<file path="src/logic/mprc_map.svh">
// Register offsets, field positions, functionality codes and timing counts for the power sequencer
`ifndef MPRC_MAP_SVH
`define MPRC_MAP_SVH
// Timing figures, in milliseconds
`define MPRC_ON_MS 500
`define MPRC_OFF_MS 650
`define MPRC_RST_MS 300
`define MPRC_LOGOUT_MS 2000
// Clock rate in kilohertz, so cycles = ms * kHz
`define MPRC_CLK_KHZ 50000
// Register byte offsets
`define MPRC_OFS_CTRL 8'h00
`define MPRC_OFS_STATUS 8'h04
`define MPRC_OFS_FUNC 8'h08
`define MPRC_OFS_CMD 8'h0C
// Control fields
`define MPRC_CTRL_PINCFG 0
// Command fields (write one to fire)
`define MPRC_CMD_SHUTDOWN 0
`define MPRC_CMD_RFCMD 1
// Status fields
`define MPRC_ST_STATE_LSB 0
`define MPRC_ST_RF_ON 4
`define MPRC_ST_SIM_ON 5
`define MPRC_ST_AIRPLANE 6
`define MPRC_ST_BB_RST 7
`define MPRC_ST_RF_REJ 8
// Functionality codes
`define MPRC_FUN_MIN 3'h0
`define MPRC_FUN_FULL 3'h1
`define MPRC_FUN_RFOFF 3'h4
`endif

</file>
<file path="src/logic/mprc_pkg.sv">
// Types shared by the power sequencer files
package mprc_pkg;
  // Power state machine
  typedef enum logic [2:0] {
    MPRC_OFF = 3'b000,
    MPRC_BOOT = 3'b001,
    MPRC_ON = 3'b010,
    MPRC_OFF_ARMED = 3'b011,
    MPRC_LOGOUT = 3'b100
  } mprc_state_t;
endpackage : mprc_pkg

</file>
<file path="src/logic/mprc_sync.sv">
// Two-flop synchroniser for pin inputs
`timescale 1ns/1ps
module mprc_sync #(
  parameter logic RESET_VAL = 1'b1
) (
  input wire logic i_clk,
  input wire logic i_rst,
  input wire logic i_d,
  output logic o_q
);
  // First stage is read only by the second
  logic meta_r;
  always_ff @(posedge i_clk or posedge i_rst) begin
    if (i_rst) begin
      meta_r <= RESET_VAL;
      o_q <= RESET_VAL;
    end else begin
      meta_r <= i_d;
      o_q <= meta_r;
    end
  end
endmodule : mprc_sync

</file>
<file path="src/logic/mprc_lowtimer.sv">
// Counts how long a synchronised active-low input has been low
`timescale 1ns/1ps
module mprc_lowtimer #(
  parameter int unsigned WIDTH = 26,
  parameter int unsigned LIMIT = 100
) (
  input wire logic i_clk,
  input wire logic i_rst,
  input wire logic i_low,
  output logic o_reached
);
  // Refuse limits the counter cannot reach
  initial begin
    if (LIMIT < 1 || LIMIT >= (64'd1 << WIDTH)) begin
      $error("mprc_lowtimer: LIMIT does not fit WIDTH");
    end
  end
  logic [WIDTH-1:0] cnt_r;
  logic [WIDTH-1:0] cnt_nxt;
  localparam logic [WIDTH-1:0] LIM = LIMIT[WIDTH-1:0];
  // Saturate at the limit so long holds never wrap
  assign cnt_nxt = !i_low ? '0 : (cnt_r == LIM) ? cnt_r : cnt_r + 1'b1;
  assign o_reached = (cnt_r == LIM);
  // Count low cycles
  always_ff @(posedge i_clk or posedge i_rst) begin
    if (i_rst) begin
      cnt_r <= '0;
    end else begin
      cnt_r <= cnt_nxt;
    end
  end
endmodule : mprc_lowtimer

</file>
<file path="src/logic/mprc_power_ctrl.sv">
// Power-on, power-off, baseband restart and RF-off control with AHB-Lite registers
//
// Design decisions made here: the AHB-Lite slave port and the register addresses.
`timescale 1ns/1ps
`include "mprc_map.svh"
module mprc_power_ctrl
  import mprc_pkg::*;
#(
  parameter int unsigned CLK_KHZ = `MPRC_CLK_KHZ,
  parameter int unsigned ON_CYCLES = `MPRC_ON_MS * `MPRC_CLK_KHZ,
  parameter int unsigned OFF_CYCLES = `MPRC_OFF_MS * `MPRC_CLK_KHZ,
  parameter int unsigned RST_CYCLES = `MPRC_RST_MS * `MPRC_CLK_KHZ,
  parameter int unsigned BOOT_CYCLES = 1000,
  parameter int unsigned LOGOUT_CYCLES = `MPRC_LOGOUT_MS * `MPRC_CLK_KHZ
) (
  input wire logic i_clk,
  input wire logic i_rst,
  input wire logic i_power_key_n,
  input wire logic i_restart_n,
  input wire logic i_rf_off_n,
  input wire logic i_rf_cmd_req,
  input wire logic [31:0] i_haddr,
  input wire logic [1:0] i_htrans,
  input wire logic i_hwrite,
  input wire logic [2:0] i_hsize,
  input wire logic [31:0] i_hwdata,
  input wire logic i_hsel,
  input wire logic i_hready,
  output logic [31:0] o_hrdata,
  output logic o_hreadyout,
  output logic o_hresp,
  output logic o_powered,
  output logic o_bb_rst,
  output logic o_rf_en,
  output logic o_sim_en,
  output logic o_rf_cmd_ack,
  output logic o_rf_cmd_rej
);
  // Counter width; 32 bits holds the longest count at the full clock rate
  localparam int unsigned CW = 32;

  // Refuse counts of less than one cycle
  initial begin
    if (ON_CYCLES < 1 || OFF_CYCLES < 1 || RST_CYCLES < 1 ||
        BOOT_CYCLES < 1 || LOGOUT_CYCLES < 1) begin
      $error("mprc_power_ctrl: timing counts must be at least one cycle");
    end
  end

  // Functionality code check shared by write decode
  // Only codes 0, 1 and 4 exist; anything else is dropped
  function automatic logic fun_code_ok(input logic [2:0] code);
    fun_code_ok = (code == `MPRC_FUN_MIN) || (code == `MPRC_FUN_FULL) ||
                  (code == `MPRC_FUN_RFOFF);
  endfunction : fun_code_ok

  // Synchronised pins, idle high after reset
  // The pins come from the host's domain, so each passes two flops
  // Reset value matches the idle level, so no false press after reset
  logic key_n_s;
  logic rst_n_s;
  logic rfoff_n_s;
  mprc_sync #(.RESET_VAL(1'b1)) u_sync_key (
    .i_clk(i_clk), .i_rst(i_rst), .i_d(i_power_key_n), .o_q(key_n_s)
  );
  mprc_sync #(.RESET_VAL(1'b1)) u_sync_rst (
    .i_clk(i_clk), .i_rst(i_rst), .i_d(i_restart_n), .o_q(rst_n_s)
  );
  mprc_sync #(.RESET_VAL(1'b1)) u_sync_rfoff (
    .i_clk(i_clk), .i_rst(i_rst), .i_d(i_rf_off_n), .o_q(rfoff_n_s)
  );

  // Key is active low: low level is a request
  wire key_low = ~key_n_s;
  // Restart pin only counts once turn-on is complete
  logic running;
  wire rst_low = ~rst_n_s & running;

  // Low-interval timers on our own clock
  // Each timer saturates, so a long hold never wraps into a short one
  // On and off timers watch the same key; the state picks the one used
  wire on_reached;
  wire off_reached;
  wire rst_reached;
  mprc_lowtimer #(.WIDTH(CW), .LIMIT(ON_CYCLES)) u_on_tmr (
    .i_clk(i_clk), .i_rst(i_rst), .i_low(key_low), .o_reached(on_reached)
  );
  mprc_lowtimer #(.WIDTH(CW), .LIMIT(OFF_CYCLES)) u_off_tmr (
    .i_clk(i_clk), .i_rst(i_rst), .i_low(key_low), .o_reached(off_reached)
  );
  mprc_lowtimer #(.WIDTH(CW), .LIMIT(RST_CYCLES)) u_rst_tmr (
    .i_clk(i_clk), .i_rst(i_rst), .i_low(rst_low), .o_reached(rst_reached)
  );

  // Power state and its phase counter
  // Phase counts boot and logout time in clock cycles
  mprc_state_t state_r;
  mprc_state_t state_nxt;
  logic [CW-1:0] phase_r;
  logic [CW-1:0] phase_nxt;
  // Software-visible control
  logic pincfg_r; // RF-off pin enable, off after power-up
  logic [2:0] fun_r; // Functionality level
  logic shutdown_pend_r; // Shutdown command waiting for ON
  logic rst_armed_r; // Restart held long enough
  logic bb_rst_r; // Baseband reset pulse active
  logic [CW-1:0] bbcnt_r;
  logic rf_rej_r; // Sticky: an RF command was rejected in airplane mode
  // One-cycle answers to an RF-dependent command
  logic ack_r;
  logic rej_r;

  // AHB-Lite address phase capture
  // Only the low address byte is decoded; upper bits alias
  logic wr_pend_r;
  logic rd_pend_r;
  logic [7:0] addr_r;
  // NONSEQ and SEQ have bit 1 set; IDLE and BUSY do not
  wire ahb_go = i_hsel & i_hready & i_htrans[1];
  wire wr_ctrl = wr_pend_r && (addr_r == `MPRC_OFS_CTRL);
  wire wr_func = wr_pend_r && (addr_r == `MPRC_OFS_FUNC);
  wire wr_cmd = wr_pend_r && (addr_r == `MPRC_OFS_CMD);
  wire shut_cmd = wr_cmd & i_hwdata[`MPRC_CMD_SHUTDOWN];
  wire rf_soft_cmd = wr_cmd & i_hwdata[`MPRC_CMD_RFCMD];

  // Airplane when code says RF off or enabled pin is low
  wire pin_airplane = pincfg_r & ~rfoff_n_s;
  wire rf_off_mode = (fun_r != `MPRC_FUN_FULL) | pin_airplane;
  // Still running while a turn-off press waits for its release
  assign running = (state_r == MPRC_ON) || (state_r == MPRC_OFF_ARMED);
  wire rf_req = i_rf_cmd_req | rf_soft_cmd;
  // RF commands are served only while the radio is really up
  wire rf_ok = running & ~rf_off_mode & ~bb_rst_r;

  // Power state transitions
  // Single next-state process over binary-coded states
  always_comb begin
    state_nxt = state_r;
    phase_nxt = '0;
    case (state_r)
      MPRC_OFF: begin
        // Start once the key has been low long enough
        if (on_reached) begin
          state_nxt = MPRC_BOOT;
        end
      end
      MPRC_BOOT: begin
        // Wait for the key release before counting it as a new press
        phase_nxt = phase_r + 1'b1;
        if (phase_r >= BOOT_CYCLES[CW-1:0] - 1'b1 && !key_low) begin
          state_nxt = MPRC_ON;
          phase_nxt = '0;
        end else if (phase_r >= BOOT_CYCLES[CW-1:0] - 1'b1) begin
          // Key still held: park the counter until release
          phase_nxt = phase_r;
        end
      end
      MPRC_ON: begin
        if (off_reached) begin
          state_nxt = MPRC_OFF_ARMED;
        end else if (shutdown_pend_r) begin
          // Shutdown command follows the same logout path as the key
          state_nxt = MPRC_LOGOUT;
        end
      end
      MPRC_OFF_ARMED: begin
        // Power-down starts only once the key is back high
        if (!key_low) begin
          state_nxt = MPRC_LOGOUT;
        end
      end
      MPRC_LOGOUT: begin
        // Network logout, then power off
        phase_nxt = phase_r + 1'b1;
        if (phase_r >= LOGOUT_CYCLES[CW-1:0] - 1'b1) begin
          state_nxt = MPRC_OFF;
          phase_nxt = '0;
        end
      end
      default: begin
        // Unused codes fall back to powered off
        state_nxt = MPRC_OFF;
      end
    endcase
  end

  // Power state registers; a key still low after logout restarts via OFF
  always_ff @(posedge i_clk or posedge i_rst) begin
    if (i_rst) begin
      state_r <= MPRC_OFF;
      phase_r <= '0;
    end else begin
      // Next-state logic clears the phase counter on every move
      state_r <= state_nxt;
      phase_r <= phase_nxt;
    end
  end

  // Restart: armed after 300 ms low, reset fires on release
  always_ff @(posedge i_clk or posedge i_rst) begin
    if (i_rst) begin
      rst_armed_r <= 1'b0;
      bb_rst_r <= 1'b0;
      bbcnt_r <= '0;
    end else begin
      if (!running) begin
        // Ignored unless running, so also while off, booting or logging out
        rst_armed_r <= 1'b0;
        bb_rst_r <= 1'b0;
      end else if (rst_reached) begin
        // Pin still low: arm, but wait for the release
        rst_armed_r <= 1'b1;
      end else if (rst_armed_r && rst_n_s) begin
        rst_armed_r <= 1'b0;
        bb_rst_r <= 1'b1;
        bbcnt_r <= '0;
      end else if (bb_rst_r) begin
        // Pulse length reuses the boot time
        bbcnt_r <= bbcnt_r + 1'b1;
        if (bbcnt_r >= BOOT_CYCLES[CW-1:0] - 1'b1) begin
          bb_rst_r <= 1'b0;
        end
      end
    end
  end

  // Bus phase capture; single-cycle answers, always OKAY
  // Zero wait states, so every selected address phase is taken
  always_ff @(posedge i_clk or posedge i_rst) begin
    if (i_rst) begin
      wr_pend_r <= 1'b0;
      rd_pend_r <= 1'b0;
      addr_r <= 8'h00;
    end else begin
      wr_pend_r <= ahb_go & i_hwrite;
      rd_pend_r <= ahb_go & ~i_hwrite;
      if (ahb_go) begin
        addr_r <= i_haddr[7:0];
      end
    end
  end

  // Software control; functionality and pin config survive baseband reset
  always_ff @(posedge i_clk or posedge i_rst) begin
    if (i_rst) begin
      pincfg_r <= 1'b0;
      fun_r <= `MPRC_FUN_FULL;
      shutdown_pend_r <= 1'b0;
    end else begin
      if (state_r == MPRC_OFF) begin
        // Power-up defaults on every fresh start
        pincfg_r <= 1'b0;
        fun_r <= `MPRC_FUN_FULL;
        shutdown_pend_r <= 1'b0;
      end else begin
        // RF-off pin control follows bit 0
        if (wr_ctrl) begin
          pincfg_r <= i_hwdata[`MPRC_CTRL_PINCFG];
        end
        // Illegal function codes leave the level unchanged
        if (wr_func && fun_code_ok(i_hwdata[2:0])) begin
          fun_r <= i_hwdata[2:0];
        end
        // Shutdown is only taken while the module is running
        if (shut_cmd && running) begin
          shutdown_pend_r <= 1'b1;
        end else if (state_r == MPRC_LOGOUT) begin
          shutdown_pend_r <= 1'b0;
        end
      end
    end
  end

  // RF-dependent command gate; set wins over a status read clear
  always_ff @(posedge i_clk or posedge i_rst) begin
    if (i_rst) begin
      ack_r <= 1'b0;
      rej_r <= 1'b0;
      rf_rej_r <= 1'b0;
    end else begin
      ack_r <= rf_req & rf_ok;
      rej_r <= rf_req & ~rf_ok;
      // Only the airplane case is remembered for software
      if (rf_req & rf_off_mode) begin
        rf_rej_r <= 1'b1;
      end else if (rd_pend_r && addr_r == `MPRC_OFS_STATUS &&
                   o_hrdata[`MPRC_ST_RF_REJ]) begin
        // Clear only what the read has shown, so no reject is lost
        rf_rej_r <= 1'b0;
      end
    end
  end

  // Status word; bit 3 is spare and reads zero
  wire [31:0] status_w = {23'h000000, rf_rej_r, bb_rst_r, rf_off_mode,
                          o_sim_en, o_rf_en, 1'b0, state_r};
  // Read decode uses the address phase, so data is ready for the data phase
  wire [7:0] rd_addr = i_haddr[7:0];
  // Unmapped offsets read as zero
  wire [31:0] rd_mux =
    (rd_addr == `MPRC_OFS_CTRL) ? {31'h00000000, pincfg_r} :
    (rd_addr == `MPRC_OFS_STATUS) ? status_w :
    (rd_addr == `MPRC_OFS_FUNC) ? {29'h00000000, fun_r} : 32'h00000000;

  // Read data register, loaded at the end of the address phase
  // It then stands for the whole data phase, as the bus expects
  // Limitation: a read right behind a write sees the old value
  always_ff @(posedge i_clk or posedge i_rst) begin
    if (i_rst) begin
      o_hrdata <= 32'h00000000;
    end else if (ahb_go & ~i_hwrite) begin
      o_hrdata <= rd_mux;
    end
  end

  // Outputs; baseband reset leaves the power domain untouched
  // The bus is never stretched and never answers with an error
  assign o_hreadyout = 1'b1;
  assign o_hresp = 1'b0;
  assign o_powered = (state_r != MPRC_OFF);
  assign o_bb_rst = bb_rst_r | (state_r == MPRC_OFF);
  assign o_rf_en = rf_ok;
  // SIM stays up through a baseband restart; RF does not
  assign o_sim_en = running & (fun_r != `MPRC_FUN_MIN);
  assign o_rf_cmd_ack = ack_r;
  assign o_rf_cmd_rej = rej_r;

endmodule : mprc_power_ctrl

</file>
<file path="config.mk">
export PLATFORM = sky130hd
export DESIGN_NAME = mprc_power_ctrl
export DESIGN_NICKNAME = d
export VERILOG_FILES = /design/src/logic/mprc_pkg.sv /design/src/logic/mprc_sync.sv /design/src/logic/mprc_lowtimer.sv /design/src/logic/mprc_power_ctrl.sv
export VERILOG_INCLUDE_DIRS = /design/src /design/src/logic
export SDC_FILE = /design/constraint.sdc
export NUM_CORES = 1
export LEC_CHECK = 0
export ABC_AREA = 0
export ABC_CLOCK_PERIOD_IN_PS = 5100
export BUFFER_PORTS_ARGS = -buffer_cell sky130_fd_sc_hd__buf_4
export CAP_MARGIN = 5
export CORE_ASPECT_RATIO = 0.7
export CORE_MARGIN = 1.5
export CORE_UTILIZATION = 55
export CTS_BUF_LIST = sky130_fd_sc_hd__clkbuf_2 sky130_fd_sc_hd__clkbuf_4 sky130_fd_sc_hd__clkbuf_8
export DETAILED_ROUTE_END_ITERATION = 10
export GPL_TIMING_DRIVEN = 0
export PLACE_DENSITY = 0.78
export SLEW_MARGIN = 20
export SYNTH_ARGS = -nofsm -noshare
export SYNTH_HDL_FRONTEND = slang
export SYNTH_SLANG_ARGS = --single-unit
export TNS_END_PERCENT = 1
</file>
<file path="constraint.sdc">
create_clock -name i_clk -period 5.1 [get_ports i_clk]
set_input_delay 0 -clock i_clk [delete_from_list [all_inputs] [get_ports i_clk]]
set_output_delay 0 -clock i_clk [all_outputs]
set_load 0.005 [all_outputs]
</file>
## After elaboration in Yosys (flattened, before gate mapping)

Index checks and enable logic that the tools add are counted.

| operators by class | value |
|---|---|
| add/subtract/negate cells | 5 |
| equal/unequal tests | 26 |
| multiplexer cells | 39 |
| bitwise gates (word level) | 24 |
| reduce and logical (&&, ||, !) cells | 25 |
| magnitude comparators | 3 |

Operators with widths:

| operator | count |
|---|---|
| $mux 32 | 11 |
| $add 32x1->32 const B | 5 |
| $eq 32x25->1 const B | 2 |
| $ge 32x10->1 const B | 2 |
| $pmux 32 s2 | 1 |
| $eq 32x24->1 const B | 1 |
| $ge 32x27->1 const B | 1 |
| $mux 3 | 9 |
| $eq 8x4->1 const B | 3 |
| $mux 9 | 2 |
| $eq 8x3->1 const B | 2 |
| $logic_not 8->1 | 2 |
| $mux 1 | 15 |
| $pmux 3 s5 | 1 |
| $and 1x1->1 | 14 |
| $ne 2x2->1 const B | 5 |
| $logic_and 1x1->1 | 9 |
| $reduce_bool 3->1 | 3 |
| $reduce_bool 2->1 | 4 |
| $not 1->1 | 7 |
| $eq 3x1->1 const B | 2 |
| $eq 3x2->1 const B | 2 |
| $eq 3x3->1 const B | 2 |
| $logic_not 3->1 | 2 |
| other kinds (7) | 15 |

| storage, ports and cells | value |
|---|---|
| bits of input ports | 78 |
| output and inout bits | 40 |
| word-level logic and storage cells | 146 |
| register bits | 221 |

## Longest topological paths before layout

Gate-level depths: netlist of run 1.

| depth | value |
|---|---|
| depth in word-level cells | 8 |
| depth in mapped cells | 9 |
| gate-level depth less buffers | 8 |

## By module

Synthesis of run 1 repeated with hierarchy kept, for this count alone.

| second synthesis, totals | value |
|---|---|
| cells, all modules | 1,145 |
| area total of the unflattened synthesis | 10,776.6 um2 |

By module, submodules not included:

| module | instances | sequential area each (um2) | area an instance (um2) | cells an instance |
|---|---|---|---|---|
| mprc_power_ctrl | 1 | 2,378.5 | 5,218.8 | 564 |
| mprc_lowtimer at u_on_tmr | 1 | 800.8 | 1,848.0 | 196 |
| mprc_lowtimer at u_off_tmr | 1 | 800.8 | 1,774.2 | 186 |
| mprc_lowtimer at u_rst_tmr | 1 | 800.8 | 1,766.7 | 190 |
| mprc_sync | 3 | 52.6 | 56.3 | 3 |

## Least setup slack after synthesis of run 1

OpenSTA, ideal clock, no wires.

| timing | value |
|---|---|
| path kind | reg-to-reg |
| from | reg u_off_tmr.cnt_r[30] |
| to | reg state_r[1] |
| stages on the path, launching flop included | 7 |
| data required time | 5.012 ns |
| path buffers | 0 |
| clock period less this slack | 2.190 ns |
| setup time | 0.088 ns |
| setup slack | 2.910 ns |
| data arrival time | 2.102 ns |
| cells stage by stage | dfrtp_1 or4b_2 or4_1 nor3_4 o21a_1 o21ai_0 nor3b_1 |

| between the ends | value |
|---|---|
| cells in the longest elaborated chain, start to end | 3 |
| elaborated cells between the ends (all ways) | 5 |
| those cells by class | 2 x eq/ne; 2 x mux; 1 x reduce/logical |

RTL lines:

| item | RTL line | source |
|---|---|---|
| from (decl) | mprc_lowtimer.sv:18 | `logic [WIDTH-1:0] cnt_r;` |
| from (signal assigned) | mprc_lowtimer.sv:29 | `cnt_r <= cnt_nxt;` |
| $eq 32x25->1 (*) | mprc_lowtimer.sv:23 | `assign o_reached = (cnt_r == LIM);` |
| $ne 3x3->1 (no line) / $mux 3 (equally long branches) | - |  |
| $reduce_and 5->1 (no line) / $pmux 3 s5 (equally long branches) | - |  |
| to (signal assigned) | mprc_power_ctrl.sv:194 | `state_r <= state_nxt;` |
| to (decl) | mprc_power_ctrl.sv:97 | `mprc_state_t state_r;` |

Mark *: on every way between the ends. The rest lies on a longest branch, timed or not.
A chain may end at the register's enable or synchronous reset.

## Final worst setup path of run 1

| timing | value |
|---|---|
| from | reg state_r[1] |
| to | reg bbcnt_r[9] |

| between the ends | value |
|---|---|
| cells in the longest elaborated chain, start to end | 3 |
| elaborated cells between the ends (all ways) | 4 |
| those cells by class | 2 x eq/ne; 2 x reduce/logical |

RTL lines:

| item | RTL line | source |
|---|---|---|
| $eq 3x2->1 | mprc_power_ctrl.sv:130 | `assign running = (state_r == MPRC_ON) \|\| (state_r == MPRC_OFF_ARMED);` |
| $logic_or 1x1->1 (*) | mprc_power_ctrl.sv:130 |  |
| $reduce_and 3->1 (no line) (*) | - |  |
| to (signal assigned) | mprc_power_ctrl.sv:219 | `bbcnt_r <= bbcnt_r + 1'b1;` |
| to (decl) | mprc_power_ctrl.sv:107 | `logic [CW-1:0] bbcnt_r;` |

Marked as above.

==> impl_metrics.toml, run 1 <==
[clock_network]
cts_buffers = 17
clockBufferDepth = 2
clk-insertion-delay-late_ps = 490
cts-root-buf = "clkbuf_8"
h-tree-depth = 4
clock-sinks = 197
cts_resized = 0
path_clk_slew_ps = 110
cts_tree = "built"

[setup_path]
critPathArrivalTime_ps = 3310
slowest_stage = "nor2b_1"
critPathBufInv = 2
worst_setup_path_start_kind = "flip-flop"
worst-path-max-fanout = 10
reg2reg_depth = 7
max_stage_delay_ps = 640
cp-end-kind = "flip-flop"
rrSetupSlack_ps = 2190
path_delay_family = "simple AND/OR/NAND/NOR gates"
timing.rr.start = "state_r[1]$_DFFE_PP0P_"
cpMostUsedCell = "clkbuf_1"
crit_type = "reg -> reg"
crit_chain = "clkbuf_1, nor2b_1, o31ai_1, nor2_1, clkbuf_1, nand4_1, o21ai_0"
reg2reg_to = "bbcnt_r[9]$_DFFE_PP0P_"
worstPathRequired_ps = 5500

[sta]
worst_pin_slew_ps = 864
rsz0062_at_grt = "false"
slew_headroom_pct = 41.9
max_freq_mhz = 344
hold_viol = 0
drv_slew = 0
clock_skew_ps = 17.7
setup_viol = 0
finalCriticalPeriod_ps = 2910
fin_crit_sh_pct = 57.1
fin_ws_ps = 2190
fin_setup_tns_ps = 0

[finish]
fillCellCount = 1488
antenna_cells = 0
multi_input_area_mm2 = 0.00489
area_growth_pct = 14.1
fin_util_pct = 64.1
drive_gt1_share_pct = 11.0
seqCellArea_mm2 = 0.00494
design_area_mm2 = 0.0116
fin_cells = 1440
nets = 1277

[logic_synthesis]
synthFlopType = "dfrtp_1"
synth.distinct_cells = 53
ys_seq_area_share_pct = 48.7
syn_avg_cell_area_um2 = 9.33
synth_top_area_cell = "dfrtp_1"
synth_enable_flop_cells = 0
yosys-top-cells-area = "dfrtp_1 (47%), nor2_1 (5.8%), xor2_1 (5.3%)"
ys_ff_latch = 197
async_flop_share_pct = 100
netlist_area_mm2 = 0.0101
synthCells = 1088
yosysWarnings = 0
yosysTopAreaCellShare_pct = 46.9

[power]
ir_drop_v = 0.000171
power_density_mw_per_mm2 = 248
p_leak_nw = 4.82

[die]
num_rows = 41
dieArea_mm2 = 0.0193
design.portCount = 118
die_w_um = 165
die_h_um = 117
fp.coreArea_mm2 = 0.0181
floorplan.initialDensity_pct = 56.2

[worst_hold_path]
holdPathEnd = "wr_pend_r$_DFF_PP0_"
hp-start = "i_hready"
hold_path.class = "in -> reg"
whs_path_depth = 3

[drt]
drt_iter0_drc = 827
vias = 8306
drc = 0
drt-pass1-iter-count = 5
final_antenna_net_count = 0
vias_per_cell = 5.77
drt_wl_total_um = 22800
wl_per_cell_um = 15.8

[global_route]
grt_pass1_wl_um = 38100
grt_usage_pct = 25.2
antenna_found_initial = 0
grt_start_max_net_pins = 35
grt_pass1_vias = 7643
grt_overflow = 0

[placement]
place_inst = 1388
place_hpwl_um = 16200
place_congestion = 0.846
numPortBuffers = 34
place_area_mm2 = 0.0109
pre_cts_ws_ps = 2300

[status]
status = "finished, final reports clean"

[flow_run]
drv_cap = 0
## per-layer routing
layer | up-vias | GRT usage (%) | wire length [um]
met5 | - | 0 | 0
met4 | 0 | 6.13 | 231
met3 | 29 | 5.43 | 1390
met2 | 257 | 36.8 | 9950
met1 | 4030 | 38.2 | 11200
li1 | 3990 | - | -
## cell usage after synthesis, types with 2 or more instances
master and instances:
nand2b_1 5, nand4_1 47, or2_2 3, and2_1 8
nor3b_1 6, ha_1 8, inv_1 24, nor4bb_1 2
buf_2 4, o21ai_0 55, a21oi_1 37, xnor2_1 49
o31ai_1 12, clkbuf_1 29, buf_4 26, or3_1 18
a211oi_1 4, nor4_1 35, o41ai_1 2, a22oi_1 2
nor2_1 157, nor2b_1 10, mux2i_1 9, o31a_1 3
o21a_1 2, and4_1 10, or4_1 4, a31oi_1 8
and3_1 35, dfstp_2 7, nand4b_1 4, dfrtp_1 190
nand3_2 3, a21o_1 4, conb_1 2, nor3_1 28
nor4b_1 7, nand2_1 79, xor2_1 61, nand3_1 68
or3b_2 2, mux2_2 8
## cell families after synthesis
group | Yosys count | share of synthesized area [%]
other cells | 2 | 0.0740
mux | 17 | 1.78
buf+inv | 84 | 4.12
xor+xnor | 110 | 9.50
fa+ha+maj | 8 | 0.987
flops | 197 | 48.7
simple gates | 536 | 27.2
compound gates | 134 | 7.70
## sequential cells by signal, indices dropped and copies added, names as in the netlist, 3 cells and up
| signal | count |
|---|---|
| u_rst_tmr.cnt_r | 32 |
| addr_r | 8 |
| bbcnt_r | 32 |
| fun_r | 3 |
| o_hrdata | 8 |
| u_on_tmr.cnt_r | 32 |
| state_r | 3 |
| phase_r | 32 |
| u_off_tmr.cnt_r | 32 |
## layout make-up
class | instances | area share, %
Clock inverter | 15 | 1.87
Sequential cell | 197 | 42.7
Tap cell | 236 | 2.55
Multi-Input combinational cell | 831 | 42.3
Timing Repair Buffer | 60 | 4.97
Clock buffer | 17 | 2.02
Buffer | 60 | 2.83
Inverter | 24 | 0.811
## through the flow
step | hold slack (ps) | power (mW)
4_1_cts | 6.72 | 2.89
2_1_floorplan | 4.48 | 1.70
5_1_grt | 37.6 | 2.98
3_5_place_dp | 34.2 | 1.75
3_3_place_gp | 109 | 1.74
6_report | 26.4 | 2.87
## placed cells by master (no fill, tap or decap), types with 28 or more instances in the layout
cell type  instances
nor3_1            28
nand2_1           79
nor2_1           157
clkbuf_1          29
and3_1            35
xnor2_1           49
xor2_1            61
nand3_1           68
buf_4             60
a21oi_1           37
o21ai_0           55
dfrtp_1          190
nor4_1            34
nand4_1           47
## timing repair
action | 4_1_cts | 5_1_grt
hold buffers | 20 | 0
hold endpoints to repair | 161 | 0
buffers inserted | 0 | 0
## where the power goes
group	internal, mW	leakage [nW]	total (mW)	switching, mW
logic	0.0620	1.90	0.134	0.0723
registers	1.58	2.70	1.60	0.0149
clock network	0.547	0.220	1.14	0.590
total	2.19	4.82	2.87	0.677
## worst max-delay path by stage
stage	to	cells past startpoint	from
3_3_place_gp	phase_r[7]$_DFFE_PP0P_	2	i_rst
2_1_floorplan	addr_r[0]$_DFFE_PP0P_	1	i_rst
3_5_place_dp	bbcnt_r[9]$_DFFE_PP0P_	7	state_r[1]$_DFFE_PP0P_
6_report	bbcnt_r[9]$_DFFE_PP0P_	7	state_r[1]$_DFFE_PP0P_
4_1_cts	bbcnt_r[9]$_DFFE_PP0P_	7	state_r[1]$_DFFE_PP0P_
5_1_grt	bbcnt_r[15]$_DFFE_PP0P_	7	state_r[1]$_DFFE_PP0P_
## worst register-to-register path: stages (launching register included)
cell and delay [ps]:
dfrtp_1 330, clkbuf_1 350, nor2b_1 640, o31ai_1 380, nor2_1 330, clkbuf_1 420, nand4_1 160, o21ai_0 220
No activity file was read; power rests on OpenSTA's default activity.
==> run 2, diff against run 1 <==
- ABC_AREA: 0 -> 1
- ABC_CLOCK_PERIOD_IN_PS: 5100 -> 3000
- CORE_UTILIZATION: 55 -> 60
- PLACE_DENSITY: 0.78 -> 0.8
- clock period: 5.1 -> 3 ns (I/O delays scaled with it)
==> run 2 against run 1 <==
Effect of this change: wire length rose by 36%; die area rose by 7.0%; register-to-register slack got worse by 1700 ps; largest power group unchanged; highest routed layer unchanged.
==> impl_metrics.toml, run 2 <==
[drt]
drt_iter0_drc = 1286
final_antenna_net_count = 0
drt_wl_total_um = 31000
vias = 11420
wl_per_cell_um = 15.1
drc = 0
vias_per_cell = 5.56
drt-pass1-iter-count = 6

[die]
fp.coreArea_mm2 = 0.0191
floorplan.initialDensity_pct = 62.0
design.portCount = 118
die_h_um = 121
dieArea_mm2 = 0.0206
die_w_um = 171
num_rows = 42

[logic_synthesis]
synth_enable_flop_cells = 0
syn_avg_cell_area_um2 = 7.11
yosys-top-cells-area = "dfrtp_1 (40%), nand2_1 (13%), nor2_1 (8.5%)"
synth.most_common_cell = "nand2_1"
synth_top_area_cell = "dfrtp_1"
yosysWarnings = 0
ys_seq_area_share_pct = 41.7
async_flop_share_pct = 100
synth.distinct_cells = 46
netlist_area_mm2 = 0.0119
ys_ff_latch = 197
synthCells = 1668
synthFlopType = "dfrtp_1"
ys_top_cells_by_count = "nand2_1 (396), nor2_1 (269), inv_1 (194), dfrtp_1 (190), nand3_1 (134)"
yosysTopAreaCellShare_pct = 40.1

[sta]
slew_headroom_pct = 51.2
rsz0062_at_grt = "false"
worst_pin_slew_ps = 725
hold_viol = 0
max_freq_mhz = 391
drv_slew = 0
clock_skew_ps = 20.4
setup_viol = 0
fin_crit_sh_pct = 85.3
finalCriticalPeriod_ps = 2560

[finish]
layout_commonest_cell = "nand2_1"
drive_gt1_share_pct = 8.83
area_growth_pct = 12.6
fin_cells = 2054
layout_common_cells = "nand2_1 (396), nor2_1 (269), inv_1 (193), dfrtp_1 (190), nand3_1 (134)"
nets = 1862
fin_util_pct = 69.8

[worst_hold_path]
hold_path.class = "in -> reg"

[placement]
place_inst = 1997
place_hpwl_um = 23700
numPortBuffers = 34
place_congestion = 0.942

[global_route]
grt_overflow = 0
grt_pass1_vias = 10368
grt_usage_pct = 31.6
antenna_found_initial = 0
grt_start_max_net_pins = 35
grt_pass1_wl_um = 51300

[flow_run]
drv_cap = 0

[clock_network]
clock-sinks = 197
clk-insertion-delay-late_ps = 510
cts-root-buf = "clkbuf_8"
cts_tree = "built"
clockBufferDepth = 2
path_clk_slew_ps = 100
cts_resized = 0
h-tree-depth = 4
cts_buffers = 17

[setup_path]
worst_setup_path_start_kind = "flip-flop"
critPathArrivalTime_ps = 3000
crit_type = "reg -> reg"
worstPathRequired_ps = 3440
worst-path-max-fanout = 6
cp-end-kind = "flip-flop"

[power]
power.total_mw = 4.79
p_leak_nw = 5.83
ir_drop_v = 0.000404
power_density_mw_per_mm2 = 359

[status]
status = "finished, final reports clean"
==> run 2: final cells by class <==
type	instances	area, um^2
Antenna cell	1	2.50
Buffer	54	374
Clock buffer	18	241
Clock inverter	14	166
Fill cell	1637	5780
Inverter	197	743
Multi-Input combinational cell	1244	5890
Sequential cell	197	4940
Tap cell	264	330
Timing Repair Buffer	65	658
==> run 2: kinds of logic after synthesis <==
group / synth area share [%]
AOI/OAI and AO/OA: 7.78
xor gates and xnor gates: 4.21
adders and majority gates: 0.844
buffers and inverters: 9.39
DFF: 41.7
muxes: 0.0950
other: 0.0633
and+or+nand+nor: 36.0
==> run 2: power by group <==
part	internal, mW	switching (mW)
sequential	2.69	0.0228
combinational	0.114	0.144
clock	0.776	1.05
total	3.58	1.21
==> run 2: path summary, 6_finish.rpt <==
check | startpoint | endpoint | slack (ps) | cells after the start
max | state_r[0]$_DFFE_PP0P_ | fun_r[2]$_DFFE_PP0P_ | 440 | 9
min | i_htrans[1] | rd_pend_r$_DFF_PP0_ | 60 | 3
max reg2reg | state_r[0]$_DFFE_PP0P_ | fun_r[2]$_DFFE_PP0P_ | 440 | 9
min reg2reg | u_sync_key.meta_r$_DFF_PP1_ | u_sync_key.o_q$_DFF_PP1_ | 360 | 0
max in group asynchronous | i_rst | u_off_tmr.cnt_r[16]$_DFFE_PP0P_ | 1820 | 7
min in group asynchronous | i_rst | bbcnt_r[5]$_DFFE_PP0P_ | 70 | 3
==> run 2: timing repair <==
| item | 4_1_cts | 5_1_grt |
|---|---|---|
| endpoints found under the hold margin | 57 | 0 |
| setup endpoints to repair | 0 | 0 |
| hold buffers | 24 | 0 |
| buffers inserted | 0 | 0 |
==> run 2: metrics by stage <==
| step | cell area [um^2] | worst slack (ps) | hold WS, ps | TNS, ps |
|---|---|---|---|---|
| 2_1_floorplan | 11900 | 459 | 4.48 | 0 |
| 3_3_place_gp | 12500 | -702 | 108 | -128840 |
| 3_5_place_dp | 12700 | 808 | 55.3 | 0 |
| 4_1_cts | 13300 | 507 | 30.7 | 0 |
| 5_1_grt | 13300 | 190 | 70.2 | 0 |
| 6_report | 13300 | 441 | 58.9 | 0 |
==> run 2: worst max-delay path, stage by stage, from the launching register on <==
cell           delay (ps)
dfrtp_1               410
nor2_1                150
inv_1                  70
nor2_1                190
inv_1                 200
nand2_1               190
nand3_1                90
dlygate4sd3_1         560
o21ai_0                70
dlygate4sd3_1         560
==> run 2: metal layers <==
metal	global-route usage, %	vias up	routed length [um]
met2	44.0	478	12600
met4	7.89	0	414
met5	0	-	0
li1	-	5561	-
met3	6.91	48	2750
met1	49.4	5333	15200
==> run 3, diff against run 2 <==
- CELL_PAD_IN_SITES_DETAIL_PLACEMENT: unset -> 2
- CELL_PAD_IN_SITES_GLOBAL_PLACEMENT: unset -> 2
- CORE_UTILIZATION: 60 -> 35
- HOLD_SLACK_MARGIN: unset -> 0.02
- PLACE_DENSITY: 0.8 -> 0.81
==> run 3 against run 2 <==
Effect of this change: clock-buffer cell count rose by 3; first-iteration DRC count fell by 48%; worst hold slack improved by 47 ps; design area rose by 1.6%; sequential cell count did not move; critical endpoint unchanged; largest power group unchanged.
==> impl_metrics.toml, run 3 (synthesized netlist as in run 2, its figures left out) <==
[status]
status = "finished, final reports clean"

[drt]
wl_per_cell_um = 19.7
drc = 0
vias = 11726
drt_iter0_drc = 664
drt_wl_total_um = 43900
drt-pass1-iter-count = 5
vias_per_cell = 5.27
final_antenna_net_count = 0

[setup_path]
critPathArrivalTime_ps = 3190
crit_type = "reg -> reg"
worstPathRequired_ps = 3460
max_stage_delay_ps = 580
slowest_stage = "dlygate4sd3_1"
crit_chain = "nor2_1, inv_1, nor2_1, inv_1, nand2_1, nand3_1, dlygate4sd3_1, o21ai_0, dlygate4sd3_1"
worst-path-max-fanout = 6
critPathBufInv = 4
path_delay_family = "buffers and inverters"
worst_setup_path_start_kind = "flip-flop"
cp-end-kind = "flip-flop"

[placement]
pre_cts_ws_ps = 602
place_hpwl_um = 33200
place_inst = 2168
numPortBuffers = 34
place_congestion = 0.883

[global_route]
grt_pass1_wl_um = 71300
grt_overflow = 0
grt_use_met2_pct = 41.8
grt_busiest_layer = "met2"
antenna_found_initial = 0
grt_usage_pct = 26.0
grt_start_max_net_pins = 31
met1_usage_pct = 36.9
grt_pass1_vias = 12842
met3_usage_pct = 4.27

[finish]
fin_cells = 2224
multi_input_area_mm2 = 0.00589
fillCellCount = 3982
drive_gt1_share_pct = 8.83
nets = 1862
seqCellArea_mm2 = 0.00494
layout_commonest_cell = "nand2_1"
antenna_cells = 0
layout_common_cells = "nand2_1 (396), nor2_1 (269), inv_1 (193), dfrtp_1 (190), nand3_1 (134)"
fin_util_pct = 40.6
area_growth_pct = 14.4

[sta]
worst_pin_slew_ps = 817
finalCriticalPeriod_ps = 2730
drv_slew = 0
rsz0062_at_grt = "false"
max_freq_mhz = 366
fin_ws_ps = 270
clock_skew_ps = 19.3
hold_viol = 0
whs_ps = 105
fin_crit_sh_pct = 91.0
slew_headroom_pct = 45.1
setup_viol = 0

[clock_network]
clockBufferDepth = 2
cts_tree = "built"
cts_buffers = 17
cts-root-buf = "clkbuf_8"
post-cts-setup-buffers = 0
path_clk_slew_ps = 110
h-tree-depth = 4
clock-sinks = 197
clk-insertion-delay-late_ps = 510

[worst_hold_path]
hold_path.class = "in -> async"

[die]
num_rows = 56
die_w_um = 223
fp.coreArea_mm2 = 0.0334
die_h_um = 157
dieArea_mm2 = 0.0350
design.portCount = 118
floorplan.initialDensity_pct = 35.5

[flow_run]
drv_cap = 0

[power]
p_leak_nw = 5.83
power.total_mw = 4.97
ir_drop_v = 0.000304
power_density_mw_per_mm2 = 367
[run 3: cell count changes in the layout (fill, tap and decap cells not counted)]
cell,before,now
buf_12,4,7
buf_16,3,0
bufinv_16,2,3
clkbuf_4,1,0
clkbuf_8,17,21
clkinv_2,0,3
clkinv_4,2,1
clkinvlp_4,4,3
diode_2,1,0
inv_6,5,2
inv_8,2,0
[run 3: cell type report]
class                      instances  share of cell area, %
timing repair buffer              65                   4.69
inverter                         197                   5.48
clock inverter                    11                   1.08
clock buffer                      21                   2.13
buffer                            54                   2.76
tap                              435                   4.01
multi-input combinational       1244                   43.4
sequential                       197                   36.4
[run 3: what timing repair did]
action / 4_1_cts / 5_1_grt
endpoints found under the hold margin: 90 / 0
resized for setup: 0 / 0
hold buffers: 24 / 0
[run 3: power breakdown]
group	total, mW	leakage, nW	switching (mW)	internal [mW]
Combinational	0.268	2.91	0.163	0.105
Clock	1.99	0.219	1.08	0.917
Sequential	2.71	2.70	0.0264	2.69
Total	4.97	5.83	1.27	3.71
[run 3: metal layers]
| layer | part of all wire (%) | wire length, um |
|---|---|---|
| met1 | 51 | 22300 |
| met2 | 45 | 19600 |
| met3 | 3.2 | 1410 |
| met4 | 1.3 | 554 |
| met5 | 0 | 0 |
[run 3: metrics by stage]
| step | instance area (um^2) | TNS (ps) |
|---|---|---|
| floorplan | 11900 | 0 |
| global placement | 12700 | -208630 |
| detailed placement | 12900 | 0 |
| CTS | 13600 | 0 |
| global route | 13600 | 0 |
| finish | 13600 | 0 |
[run 3: path summary, 6_finish.rpt]
| kind | from | endpoint | slack [ps] | depth (start not counted) |
|---|---|---|---|---|
| max | state_r[1]$_DFFE_PP0P_ | fun_r[2]$_DFFE_PP0P_ | 270 | 9 |
| min reg2reg | u_sync_key.meta_r$_DFF_PP1_ | u_sync_key.o_q$_DFF_PP1_ | 360 | 0 |
| max reg2reg | state_r[1]$_DFFE_PP0P_ | fun_r[2]$_DFFE_PP0P_ | 270 | 9 |
| min in group i_clk | i_hsel | o_hrdata[8]$_DFFE_PP0P_ | 110 | 5 |
| max in group asynchronous | i_rst | u_sync_key.o_q$_DFF_PP1_ | 1600 | 7 |
| min | i_rst | bbcnt_r[21]$_DFFE_PP0P_ | 110 | 3 |
[run 3: worst min-delay path, stage by stage]
cell           delay (ps)
dlygate4sd3_1         540
buf_4                 140
clkinvlp_4            370
